File: config.mk
export PLATFORM = sky130hd
export DESIGN_NAME = css_seq
export DESIGN_NICKNAME = d
export VERILOG_FILES = /design/src/design/css_pkg.sv /design/src/design/css_list_if.sv /design/src/design/css_list_mem.sv /design/src/design/css_seq.sv
export SDC_FILE = /design/constraint.sdc
export NUM_CORES = 2
export LEC_CHECK = 0
export BUFFER_PORTS_ARGS = -buffer_cell sky130_fd_sc_hd__buf_2
export CORE_ASPECT_RATIO = 1.5
export CORE_MARGIN = 4
export CORE_UTILIZATION = 35
export DETAILED_ROUTE_END_ITERATION = 16
export PLACE_DENSITY = 0.56
export SETUP_SLACK_MARGIN = 0.15
export SLEW_MARGIN = 20
export SYNTH_ARGS = -nofsm -noshare
export SYNTH_HDL_FRONTEND = slang
export SYNTH_SLANG_ARGS = --single-unit
File: constraint.sdc
create_clock -name clk -period 3.3 [get_ports clk]
set_input_delay 0.66 -clock clk [delete_from_list [all_inputs] [get_ports clk]]
set_output_delay 0.66 -clock clk [all_outputs]
set_load 0.02 [all_outputs]
File: src/design/css_pkg.sv
/*
 * package for the channel scan sequencer: list entry widths, channel number fields,
 * module capability figures, pairing offset, timing counts and state types.
 * assumes a 40 MHz clock and a scan list loaded by an outside controller.
 */
package css_pkg;
	// ==========================================================
	// channel identifier layout
	localparam int CSS_SLOT_W    = 3;             // slot digit 1..5
	localparam int CSS_CHAN_W    = 7;             // two decimal digits 0..99
	localparam int CSS_ID_W      = CSS_SLOT_W + CSS_CHAN_W;
	localparam int CSS_CFG_W     = 16;            // function/range/rate word
	localparam int CSS_ENT_W     = CSS_ID_W + CSS_CFG_W;
	localparam logic [CSS_SLOT_W-1:0] CSS_SLOT_MIN = 3'h1;
	localparam logic [CSS_SLOT_W-1:0] CSS_SLOT_MAX = 3'h5;
	localparam int CSS_NSLOT     = 5;
	// ==========================================================
	// 22-channel module capability and pairing
	localparam logic [CSS_CHAN_W-1:0] CSS_VCH_FIRST = 7'h01;
	localparam logic [CSS_CHAN_W-1:0] CSS_VCH_LAST  = 7'h14; // 20
	localparam logic [CSS_CHAN_W-1:0] CSS_ACH_FIRST = 7'h15; // 21
	localparam logic [CSS_CHAN_W-1:0] CSS_ACH_LAST  = 7'h16; // 22
	localparam logic [CSS_CHAN_W-1:0] CSS_PAIR_LAST = 7'h0a; // primaries 1..10
	localparam logic [CSS_CHAN_W-1:0] CSS_PAIR_OFS  = 7'h0a; // partner = n + 10
	// ==========================================================
	// relay settle time between open and next close
	localparam int CSS_CLK_MHZ     = 40;
	localparam int CSS_SETTLE_NS   = 100;
	localparam int CSS_SETTLE_CYC  = (CSS_SETTLE_NS * CSS_CLK_MHZ + 999) / 1000;
	localparam int CSS_CNT_W       = 16;
	// ==========================================================
	// measurement modes
	typedef enum logic [1:0] {
		CSS_M_2W,       // single channel
		CSS_M_4W,       // both channels of pair together
		CSS_M_PAIR      // ratio / channel average, one after the other
	} css_mode_t;
	typedef enum {
		CSS_IDLE, CSS_OPEN, CSS_SETTLE, CSS_CLOSE, CSS_WAIT_TRIG,
		CSS_MEAS, CSS_STORE, CSS_OPEN_PRI, CSS_CLOSE_SEC, CSS_MEAS_SEC,
		CSS_NEXT, CSS_PARK
	} css_state_t;
endpackage

File: src/design/css_list_if.sv
/*
 * interface carrying scan list memory accesses between the sequencer and
 * its list memory. assumes one clock shared by both ends.
 */
`timescale 1ns/100ps
interface css_list_if #(
	parameter int AW = 6,
	parameter int DW = 26
);
	logic          we;
	logic [AW-1:0] waddr;
	logic [DW-1:0] wdata;
	logic [AW-1:0] raddr;
	logic [DW-1:0] rdata;
	modport ctl (output we, output waddr, output wdata, output raddr, input rdata);
	modport mem (input we, input waddr, input wdata, input raddr, output rdata);
endinterface

File: src/design/css_list_mem.sv
/*
 * scan list memory: one entry per listed channel, channel id plus its own
 * measurement setup. read data come out of a register one cycle after raddr.
 * assumes synchronous single clock and a freezing clock enable.
 */
`timescale 1ns/100ps
module css_list_mem #(
	parameter int AW = 6,
	parameter int DW = 26
) (
	input  wire logic clk,
	input  wire logic ce,
	css_list_if.mem   bus
);
	logic [DW-1:0] store [0:(1<<AW)-1];
	logic [DW-1:0] rdata;

	// ==========================================================
	// write port and registered read port; no reset on array contents
	always_ff @(posedge clk) begin
		if (ce) begin
			if (bus.we) begin
				store[bus.waddr] <= bus.wdata;
			end
			rdata <= store[bus.raddr];
		end
	end
	assign bus.rdata = rdata;
endmodule

File: src/design/css_seq.sv
/*
 * channel scan sequencer top: walks the scan list, opens and closes relays,
 * requests measurements with each channel's setup, stores readings and pulses
 * the trigger link. assumes the measurement engine answers meas_done and that
 * trigger and delay sources are resolved outside into trig_in.
 */
// What this block does
// - three digit id: slot digit plus two-digit channel
// - each channel measured with its own setup
// - simulated module slots behave like real ones
// - capability: volts 1-20, amps 21-22, slots 1-5
// - sequential scan visits channels in list order; ascending only if loaded so
// - remote list visited exactly in list order
// - every reading stored to buffer automatically; ratio mode stores only the pair result
// - auto clear empties buffer at scan start
// - 2-wire: open, close target, measure, open last
// - 4-wire: open all, close pair, measure
// - primary n pairs with channel n plus 10
// - ratio: primary then partner, result, open partner
// - blank display shows closed unmeasured channel
// - step entry: close first channel, await trigger
// - delays may follow trigger before measuring
// - step: store, pulse trigger, open, close next
// - step end: idle with first channel closed
// - scan: one trigger measures whole list
// - scan: trigger out once per pass at end
// - more passes wait for trigger; end idle
// - output trigger driven onto trigger link
`timescale 1ns/100ps
module css_seq
	import css_pkg::*;
#(
	parameter int AW = 6
) (
	input  wire logic                  clk,
	input  wire logic                  resetn,
	input  wire logic                  ce,
	// list loading
	input  wire logic                  list_we,
	input  wire logic [AW-1:0]         list_waddr,
	input  wire logic [CSS_ID_W-1:0]   list_wid,
	input  wire logic [CSS_CFG_W-1:0]  list_wcfg,
	input  wire logic [AW:0]           list_len,
	// control
	input  wire logic                  start,
	input  wire logic                  step_mode,
	input  wire logic [15:0]           pass_count,
	input  wire logic [1:0]            meas_mode,
	input  wire logic                  auto_clear,
	input  wire logic [CSS_NSLOT-1:0]  slot_present,
	input  wire logic [CSS_NSLOT-1:0]  slot_simulated,
	input  wire logic                  trig_in,
	input  wire logic                  relay_done,
	input  wire logic                  meas_done,
	input  wire logic [CSS_SLOT_W-1:0] cap_slot,
	// outputs
	output logic                       relay_close,
	output logic                       relay_open_all,
	output logic [CSS_ID_W-1:0]        relay_chan,
	output logic                       meas_start,
	output logic [CSS_CFG_W-1:0]       meas_cfg,
	output logic                       buf_store,
	output logic                       buf_clear,
	output logic [CSS_ID_W-1:0]        buf_chan,
	output logic                       calc_pair,
	output logic                       trig_out,
	output logic                       busy,
	output logic                       disp_blank,
	output logic [CSS_ID_W-1:0]        disp_chan,
	output logic [4*CSS_CHAN_W-1:0]    cap_info,
	output logic                       cap_valid
);
	css_list_if #(.AW(AW), .DW(CSS_ENT_W)) lif ();
	css_list_mem #(.AW(AW), .DW(CSS_ENT_W)) u_mem (.clk(clk), .ce(ce), .bus(lif));

	css_state_t            st, next_st;
	logic [AW:0]           idx, next_idx;
	logic [15:0]           pass, next_pass;
	logic [CSS_CNT_W-1:0]  cnt, next_cnt;
	logic                  partner, next_partner;
	logic                  parking, next_parking;
	logic [CSS_ID_W-1:0]   cur_id;
	logic [CSS_CFG_W-1:0]  cur_cfg;
	logic                  slot_ok;
	logic                  last;
	// registered outputs
	logic                  next_close, next_open, next_mstart, next_store, next_clear;
	logic                  next_calc, next_trig, next_blank;
	logic [CSS_ID_W-1:0]   next_rchan, next_dchan;

	// list writes are entered as given; order is the caller's choice
	assign lif.we    = list_we;
	assign lif.waddr = list_waddr;
	assign lif.wdata = {list_wcfg, list_wid};
	assign lif.raddr = idx[AW-1:0];
	assign cur_id    = lif.rdata[CSS_ID_W-1:0];
	assign cur_cfg   = lif.rdata[CSS_ENT_W-1:CSS_ID_W];
	assign last      = (idx + 1'b1 >= list_len);
	// simulated module counts as fitted for setup and run
	assign slot_ok   = (slot_present | slot_simulated) != '0;

	// ==========================================================
	// sequencer next state
	always_comb begin
		next_st      = st;
		next_idx     = idx;
		next_pass    = pass;
		next_cnt     = cnt;
		next_partner = partner;
		next_parking = parking;
		next_close   = 1'b0;
		next_open    = 1'b0;
		next_mstart  = 1'b0;
		next_store   = 1'b0;
		next_clear   = 1'b0;
		next_calc    = 1'b0;
		next_trig    = 1'b0;
		next_blank   = disp_blank;
		next_rchan   = relay_chan;
		next_dchan   = disp_chan;
		case (st)
			CSS_IDLE: begin
				if (start && slot_ok && list_len != '0) begin
					next_clear = auto_clear;
					next_idx   = '0;
					next_pass  = '0;
					next_st    = CSS_OPEN;
				end
			end
			CSS_OPEN: begin
				// every new channel starts from all open
				next_open    = 1'b1;
				next_partner = 1'b0;
				next_st      = CSS_SETTLE;
			end
			CSS_SETTLE: begin
				// wait for relay completion plus a margin before closing
				if (relay_done) begin
					if (cnt >= CSS_CNT_W'(CSS_SETTLE_CYC)) begin
						next_cnt = '0;
						next_st  = partner ? CSS_CLOSE_SEC : (parking ? CSS_PARK : CSS_CLOSE);
					end else begin
						next_cnt = cnt + 1'b1;
					end
				end
			end
			CSS_CLOSE: begin
				next_close = 1'b1;
				if (meas_mode == CSS_M_4W && !partner) begin
					// four-wire: partner first, primary next cycle, both stay closed
					next_rchan   = {cur_id[CSS_ID_W-1:CSS_CHAN_W],
						cur_id[CSS_CHAN_W-1:0] + CSS_PAIR_OFS};
					next_partner = 1'b1;
				end else begin
					next_rchan  = cur_id;
					next_dchan  = cur_id;
					next_blank  = 1'b1;
					next_mstart = !step_mode && idx != '0;
					next_st     = (!step_mode && idx != '0) ? CSS_MEAS : CSS_WAIT_TRIG;
				end
			end
			CSS_WAIT_TRIG: begin
				// outside delays are folded into trig_in
				if (trig_in) begin
					next_mstart = 1'b1;
					next_st     = CSS_MEAS;
				end
			end
			CSS_MEAS: begin
				if (meas_done) begin
					next_store = meas_mode != CSS_M_PAIR;
					next_blank = 1'b0;
					next_st    = (meas_mode == CSS_M_PAIR) ? CSS_OPEN_PRI : CSS_STORE;
				end
			end
			CSS_OPEN_PRI: begin
				// ratio: open primary before its partner is closed
				next_open    = 1'b1;
				next_partner = 1'b1;
				next_st      = CSS_SETTLE;
			end
			CSS_CLOSE_SEC: begin
				next_close  = 1'b1;
				next_rchan  = {cur_id[CSS_ID_W-1:CSS_CHAN_W],
					cur_id[CSS_CHAN_W-1:0] + CSS_PAIR_OFS};
				next_mstart = 1'b1;
				next_st     = CSS_MEAS_SEC;
			end
			CSS_MEAS_SEC: begin
				if (meas_done) begin
					next_calc  = 1'b1;
					next_store = 1'b1;
					next_st    = CSS_STORE;
				end
			end
			CSS_STORE: begin
				if (step_mode) begin
					next_trig = 1'b1;
				end else if (last) begin
					next_trig = 1'b1;
				end
				next_st = CSS_NEXT;
			end
			CSS_NEXT: begin
				if (!last) begin
					next_idx = idx + 1'b1;
					next_st  = CSS_OPEN;
				end else if (!step_mode && pass + 1'b1 < pass_count) begin
					next_pass = pass + 1'b1;
					next_idx  = '0;
					next_st   = CSS_OPEN;
				end else begin
					// park: open the last channel, settle, then close the first again
					next_idx     = '0;
					next_parking = 1'b1;
					next_st      = CSS_OPEN;
				end
			end
			CSS_PARK: begin
				next_close   = 1'b1;
				next_rchan   = cur_id;
				next_parking = 1'b0;
				next_st      = CSS_IDLE;
			end
			default: next_st = CSS_IDLE;
		endcase
	end

	// ==========================================================
	// state and output registers
	always_ff @(posedge clk or negedge resetn) begin
		if (!resetn) begin
			st <= CSS_IDLE;
			idx <= '0;
			pass <= '0;
			cnt <= '0;
			partner <= 1'b0;
			parking <= 1'b0;
			relay_close <= 1'b0;
			relay_open_all <= 1'b0;
			relay_chan <= '0;
			meas_start <= 1'b0;
			buf_store <= 1'b0;
			buf_clear <= 1'b0;
			calc_pair <= 1'b0;
			trig_out <= 1'b0;
			disp_blank <= 1'b0;
			disp_chan <= '0;
			meas_cfg <= '0;
			buf_chan <= '0;
		end else if (ce) begin
			st <= next_st;
			idx <= next_idx;
			pass <= next_pass;
			cnt <= next_cnt;
			partner <= next_partner;
			parking <= next_parking;
			relay_close <= next_close;
			relay_open_all <= next_open;
			relay_chan <= next_rchan;
			meas_start <= next_mstart;
			buf_store <= next_store;
			buf_clear <= next_clear;
			calc_pair <= next_calc;
			trig_out <= next_trig;
			disp_blank <= next_blank;
			disp_chan <= next_dchan;
			meas_cfg <= cur_cfg;
			buf_chan <= cur_id;
		end
	end
	// ==========================================================
	// capability query for the 22-channel module type
	always_ff @(posedge clk or negedge resetn) begin
		if (!resetn) begin
			cap_info <= '0;
			cap_valid <= 1'b0;
			busy <= 1'b0;
		end else if (ce) begin
			cap_info <= {CSS_ACH_LAST, CSS_ACH_FIRST, CSS_VCH_LAST, CSS_VCH_FIRST};
			cap_valid <= (cap_slot >= CSS_SLOT_MIN) && (cap_slot <= CSS_SLOT_MAX);
			busy <= next_st != CSS_IDLE;
		end
	end

	// ==========================================================
	// checks
	property p_trig_once;
		@(posedge clk) disable iff (!resetn)
		(ce && st == CSS_STORE && !step_mode && !last) |=> !trig_out;
	endproperty
	a_trig_once: assert property (p_trig_once) else $error("trigger mid pass");
	property p_step_trig;
		@(posedge clk) disable iff (!resetn)
		(ce && st == CSS_STORE && step_mode) |=> trig_out;
	endproperty
	a_step_trig: assert property (p_step_trig) else $error("no step trigger");
	property p_open_first;
		@(posedge clk) disable iff (!resetn)
		(ce && st == CSS_OPEN) |=> relay_open_all;
	endproperty
	a_open_first: assert property (p_open_first) else $error("no open before close");
	property p_no_overlap;
		@(posedge clk) disable iff (!resetn)
		relay_close |-> !relay_open_all;
	endproperty
	a_no_overlap: assert property (p_no_overlap) else $error("open and close overlap");
	property p_clear;
		@(posedge clk) disable iff (!resetn)
		(ce && st == CSS_IDLE && start && slot_ok && list_len != '0)
			|=> buf_clear == $past(auto_clear);
	endproperty
	a_clear: assert property (p_clear) else $error("auto clear wrong");
	property p_store;
		@(posedge clk) disable iff (!resetn)
		(ce && st == CSS_MEAS_SEC && meas_done) |=> buf_store && calc_pair;
	endproperty
	a_store: assert property (p_store) else $error("pair reading not stored");
	property p_pair;
		@(posedge clk) disable iff (!resetn)
		(ce && st == CSS_CLOSE_SEC) |=>
			relay_chan[CSS_CHAN_W-1:0] == $past(cur_id[CSS_CHAN_W-1:0]) + CSS_PAIR_OFS;
	endproperty
	a_pair: assert property (p_pair) else $error("bad partner");
	property p_blank;
		@(posedge clk) disable iff (!resetn)
		(ce && st == CSS_CLOSE && next_st != CSS_CLOSE) |=> disp_blank && disp_chan == relay_chan;
	endproperty
	a_blank: assert property (p_blank) else $error("blank shows wrong channel");
endmodule

* Yosys cells after proc, flatten, opt, wreduce, memory -nomap -nowiden *
Memory sizes are Yosys's and may differ from the RTL's. A register that Yosys moved wholly into a read port is not among the register bits.
Index checks and enable logic that the tools add are counted.

word-level totals
  bits in writable memories = 1664
  word-level logic and storage cells = 129
  flip-flop bits (word level) = 130
  memories kept = 1

cells by class
  eq/ne operators = 21
  bitwise logic cells = 2
  multiplexer cells = 47
  reductions and logical operators = 28
  $lt $le $gt $ge = 5
  add/sub/neg operators = 4

memories
  name         depth  bits a word  rd ports  clocked after Yosys merged registers in  wr ports  RTL line            RTL
  u_mem.store  64     26           1         1                                        1         css_list_mem.sv:15  logic [DW-1:0] store [0:(1<<AW)-1];

operators by type and width
  operator                                                                              count
  32-bit case mux with 10 select lines                                                  1
  32-bit two-way mux                                                                    7
  32-bit by 3-bit == test with 1-bit output, second input constant                      4
  32-bit by 4-bit == test with 1-bit output, second input constant                      4
  32-bit by 2-bit == test with 1-bit output, second input constant                      2
  16-bit two-way mux                                                                    4
  16-bit by 1-bit adder with 16-bit output, second input constant                       2
  32-bit by 1-bit == test with 1-bit output, second input constant                      1
  32-bit logical NOT                                                                    1
  16-bit case mux with 2 select lines                                                   1
  32-bit nonzero test                                                                   1
  10-bit case mux with 3 select lines                                                   1
  1-bit two-way mux                                                                     22
  7-bit two-way mux                                                                     3
  16-bit by 3-bit greater-or-equal comparator with 1-bit output, second input constant  1
  16-bit less-than comparator                                                           1
  2-bit != test, second input constant                                                  8
  7-bit case mux with 2 select lines                                                    1
  7-bit nonzero test                                                                    2
  3-bit AND reduction                                                                   4
  4-bit two-way mux                                                                     2
  4-bit AND reduction                                                                   2
  7-bit by 1-bit adder with 7-bit output, second input constant                         1
  7-bit by 4-bit adder with 7-bit output, second input constant                         1
  18 further kinds                                                                      30

* Longest topological paths before layout *
  depth in word-level cells = 7
  depth in mapped cells = 17

* By module *
A second synthesis with hierarchy kept.

unflattened totals
  cells, all modules = 3660
  area, all modules = 72041.6 sq um

by module, submodules not included
  module        instances  cells each  area an instance (sq um)
  css_list_mem  1          3011        65074.9
  css_seq       1          649         6966.7

* Worst setup path before layout *
No wires, ideal clock.

  kind = reg-to-reg
  start = reg pass[0]
  end = reg pass[0]
  period minus slack after synthesis = 3627 ps
  library setup time = 125 ps
  data arrival time = 3501 ps
  setup slack = -327 ps
  stages on the path, launching flop included = 17
  buffers on the path = 2
  data required time = 3175 ps
  cells stage by stage = dfrtp_1 -> ha_1 -> nand3_1 -> or2_2 -> clkbuf_1 -> nor2_1 -> nand3_1 -> xnor2_1 -> ha_1 -> o21ai_0 -> o21ai_0 -> a211oi_1 -> o211ai_1 -> o21a_1 -> or3_1 -> buf_6 -> mux2_4

on the way
  word-level cells in the longest chain between the ends = 5

ends and longest elaborated chain
  element                                     RTL line                        RTL
  from (decl)                                 css_seq.sv:78                   logic [15:0] pass, next_pass;
  from (signal assigned)                      css_seq.sv:254                  pass <= next_pass;
  16-bit by 1-bit adder with 16-bit output *  css_seq.sv:208, css_seq.sv:209
  16-bit less-than comparator                 css_seq.sv:208                  end else if (!step_mode && pass + 1'b1 < pass_count) begin
  1-bit logical AND                           css_seq.sv:208
  2-bit != test (no line)                     n/a
  5-bit AND reduction (no line)               n/a

Every way passes the cells marked *; elsewhere a longest branch is shown, timed or not. The select of a mux whose other input is x is not followed.
A chain may end at the register's enable or synchronous reset.

* Worst setup path in the final report *
Same ends and word-level chain as after synthesis.

==> impl_results.md <==
- Least-Margin Pin Slew: 1.13 ns
- Power share of the clock group: between 30% and 40%
- Clock Root Buffer: clkbuf_16
- Critical path class: flop to flop
- Post-Syn Area: slightly above 70,000 µm²
- Worst EP required: slightly below 4 ns
- Endpoint, Worst Hold: buf_clear
- Layout area overhead: 16.8%
- Startpoint types: flop
- Sink Count: about 1.8k
- Starting density of the core: between 30% and 40%
- Pwr dens: approximately 630 nW/µm²
- Final HPWL DP: 103,000 µm
- Seq/Total Area, Yosys: between 70% and 80%
- Final Hold Viols: 0
- DR iter-0 viols: slightly above 3k
- Reg2Reg Depth: 14
- Ports: 164
- Final number of setup-violating endpoints: 4
- Switch Pwr: around 12 mW
- Min-delay src: auto_clear
- Share of layout cells above drive strength 1: roughly 36%
- Antenna violations before repair: 17
- R2R Path Start: pass[0]
- Avg Cell Area, Syn: roughly 23 µm²
- Total gr overflow: 0
- Footprint of the multi-input gates: about 16,000 µm²
- Period utilisation layout: 101%
- Most frequent cells in the layout: edfxtp_1 (1,690), mux4_2 (546), clkbuf_16 (174)
- Final WL: roughly 180,000 µm
- EDFF count, synth: 1,690
- Clk pin slew, worst setup/hold paths: 0.06 ns
- Worst-Skew Late Latency: around 0.79 ns
- Hold crit path type: input port to flop
- Die area: ~210,000 µm²
- Combinational power share: ~14%
- Critical path data arrival time: 4.00 ns
- Fill cells: 17.4k
- Reg-to-reg endpoint: pass[0]
- Crit end category: flop
- Post-synth top area share: a little under three quarters
- Final instance area: just over 80,000 µm²
- Largest area contributor in the netlist: edfxtp_1
- Hold Crit Depth: 3
- Total number of vias: approximately 33k
- First-pass iteration count of the detailed router: 6
- CTS buffer count: approximately 170
- Global-route wire length before repair: between 200,000 and 300,000 µm
- Final net count: around 3.6k
- Commonest non-fill, non-tap cell in the layout: edfxtp_1
- Worst-path maximum fanout: 5
- Fin worst setup slack: -0.0233 ns
- Reg power frac: between 40% and 50%
- Placed insts: roughly 5.9k
- DRC viols: 0
- Outcome: finished, violations left
- Switching Fraction: around a quarter
- Internal power: around 40 mW
- Average routed wire per standard cell: ~28 µm
- Sequential cell area: 54,000 µm²
- Core area: 200,000 µm²
- Max Clock Skew: approximately 0.033 ns
- Rows: 201
- Overall power: between 50 and 60 mW
- R2R Setup Slk: -0.02 ns
- Vias in the first global route: approximately 35k
- Total track usage: about 17%
- Die W: between 300 and 400 µm
- Post-route insts no fill: 6,245
- Peak Freq: approximately 300 MHz
- H-tree Lvls: 4
- Placed instance area: slightly below 80,000 µm²
- Leak: between 20 and 30 nW
- Chip Height: about 560 µm
- Remaining antenna violation count: 0
- Ys flop type: edfxtp_1
- Distinct cells, synth: 60
- Max-slew headroom: about 24%
- Synth area leaders: edfxtp_1 (72%), mux4_2 (17%), dfrtp_1 (4.6%)
- Synth async-reset ratio: about 7.1%
- Maximum VDD drop: approximately 0.44 mV
- Number of synthesized register bits: approximately 1.8k
- Vias per cell: approximately 5.3
- Final slew viol count: 0
- Final worst path period need: between 3 and 4 ns
- CTS tree: done
- Post-Syn Instances: ~3.1k
- MaxCap Viol Count: 0
- Port-buffer cells: around 140
- CTS Buffer Depth: 4
- Largest net degree at the start of global routing: 65
- Gpl congestion: about 0.81
- Yosys warns: 0
- RSZ-0062 raised after global routing: yes
- Failing checks: setup timing
## per-stage QoR
stage | setup TNS [ns] | worst slack [ns] | hold WS, ns | util (%)
finish | -0.0695 | -0.0233 | 0.131 | 41.2
global route | -0.885 | -0.120 | 0.106 | 41.2
CTS | 0 | 0.00501 | 0.0729 | 41.0
detailed placement | -3.22 | -0.284 | 0.470 | 38.4
global placement | -2.61 | -0.249 | 0.465 | 38.4
floorplan | -0.643 | -0.115 | 0.364 | -
## how the worst max path moves through the flow
stage | start | to | slack (ns) | depth (start not counted)
detailed placement | pass[1] | pass[0] | -0.28 | 13
CTS | pass[1] | pass[0] | 0.005 | 14
global route | pass[1] | pass[15] | -0.12 | 14
floorplan | pass[0] | pass[0] | -0.12 | 15
finish | pass[0] | pass[0] | -0.02 | 14
global placement | pass[1] | pass[0] | -0.25 | 13
## layer usage
metal / vias to the layer above / share of wire (%) / track usage, %
met4: 6 / 2.2 / 4.11
li1: 13800 / - / -
met5: - / 0.021 / 0
met1: 18000 / 39 / 21.0
met2: 925 / 54 / 30.5
met3: 244 / 5.0 / 2.20
## synth_stat cells, types with 4 or more instances
cell type and instances:
and3_1 13, nor2_1 112, xor2_1 6, nor2b_1 31
mux4_2 546, clkbuf_1 102, nor4_1 24, nand4_1 9
or3_1 5, buf_1 51, dfrtp_1 130, inv_1 38
xnor2_1 19, mux2_2 42, o21ai_0 35, nor3_1 24
edfxtp_1 1690, nor4b_1 4, nand2_1 42, ha_1 28
buf_4 27, a211oi_1 5, a31oi_1 10, and4_1 4
nand2b_1 9, a21oi_1 17, a22o_1 14, nand3_1 29
## power by group through the flow
stage | clock [mW] | combinational (mW) | sequential [mW]
finish | 18.8 | 7.36 | 26.0
global route | 20.2 | 7.88 | 26.1
CTS | 19.3 | 7.47 | 26.1
detailed placement | 0 | 7.43 | 26.6
global placement | 0 | 7.37 | 26.5
floorplan | 0 | 4.51 | 26.6
## state kept, by name, indices dropped and copies added (netlist names)
signal,flops
u_mem.store,1664
st,32
u_mem.bus.rdata,26
cnt,16
meas_cfg,16
pass,16
buf_chan,10
disp_chan,10
relay_chan,10
idx,7
buf_clear,1
buf_store,1
busy,1
calc_pair,1
cap_info,1
cap_valid,1
disp_blank,1
meas_start,1
parking,1
partner,1
relay_close,1
relay_open_all,1
trig_out,1
## area by class of cell
cell class | count | share of cell area (%)
tap | 2639 | 4.00
sequential | 1820 | 65.5
clock inverter | 84 | 0.845
antenna | 3 | 0.00910
inverter | 39 | 0.177
multi-input combinational | 1093 | 19.9
timing repair buffer | 361 | 4.14
clock buffer | 206 | 5.44
## worst max-delay path, cell delays in order (launching register included)
cell      delay [ns]
dfrtp_1         0.38
ha_2            0.21
nand3_2         0.08
or2_4           0.26
nor2_4          0.14
nand3_2         0.10
xnor2_2         0.15
ha_1            0.32
o21ai_1         0.14
o21ai_1         0.11
a211oi_2        0.24
o211ai_1        0.17
o21a_1          0.25
or3_4           0.39
mux2_4          0.27
## cell families (layout without fill, tap and decap cells)
kind of cell	count (synthesis)	in the layout	synth area share [%]
AOI/OAI and AO/OA	106	106	0.971
adders and majority gates	28	28	0.496
buffers and inverters	222	690	1.35
other	1	22	0.00531
xor gates and xnor gates	25	25	0.310
and+or+nand+nor	323	324	2.29
muxes	591	591	18.1
DFF	1820	1820	76.5
## what timing repair did
action                                 CTS  global route
buffers inserted                         6             6
cloned                                   1             0
setup endpoints to repair               16            29
pin swaps                               10             6
hold buffers                             1             0
gates resized for setup                 12            17
endpoints found under the hold margin   34             0
Note: power is estimated with default switching activity, not from simulation.
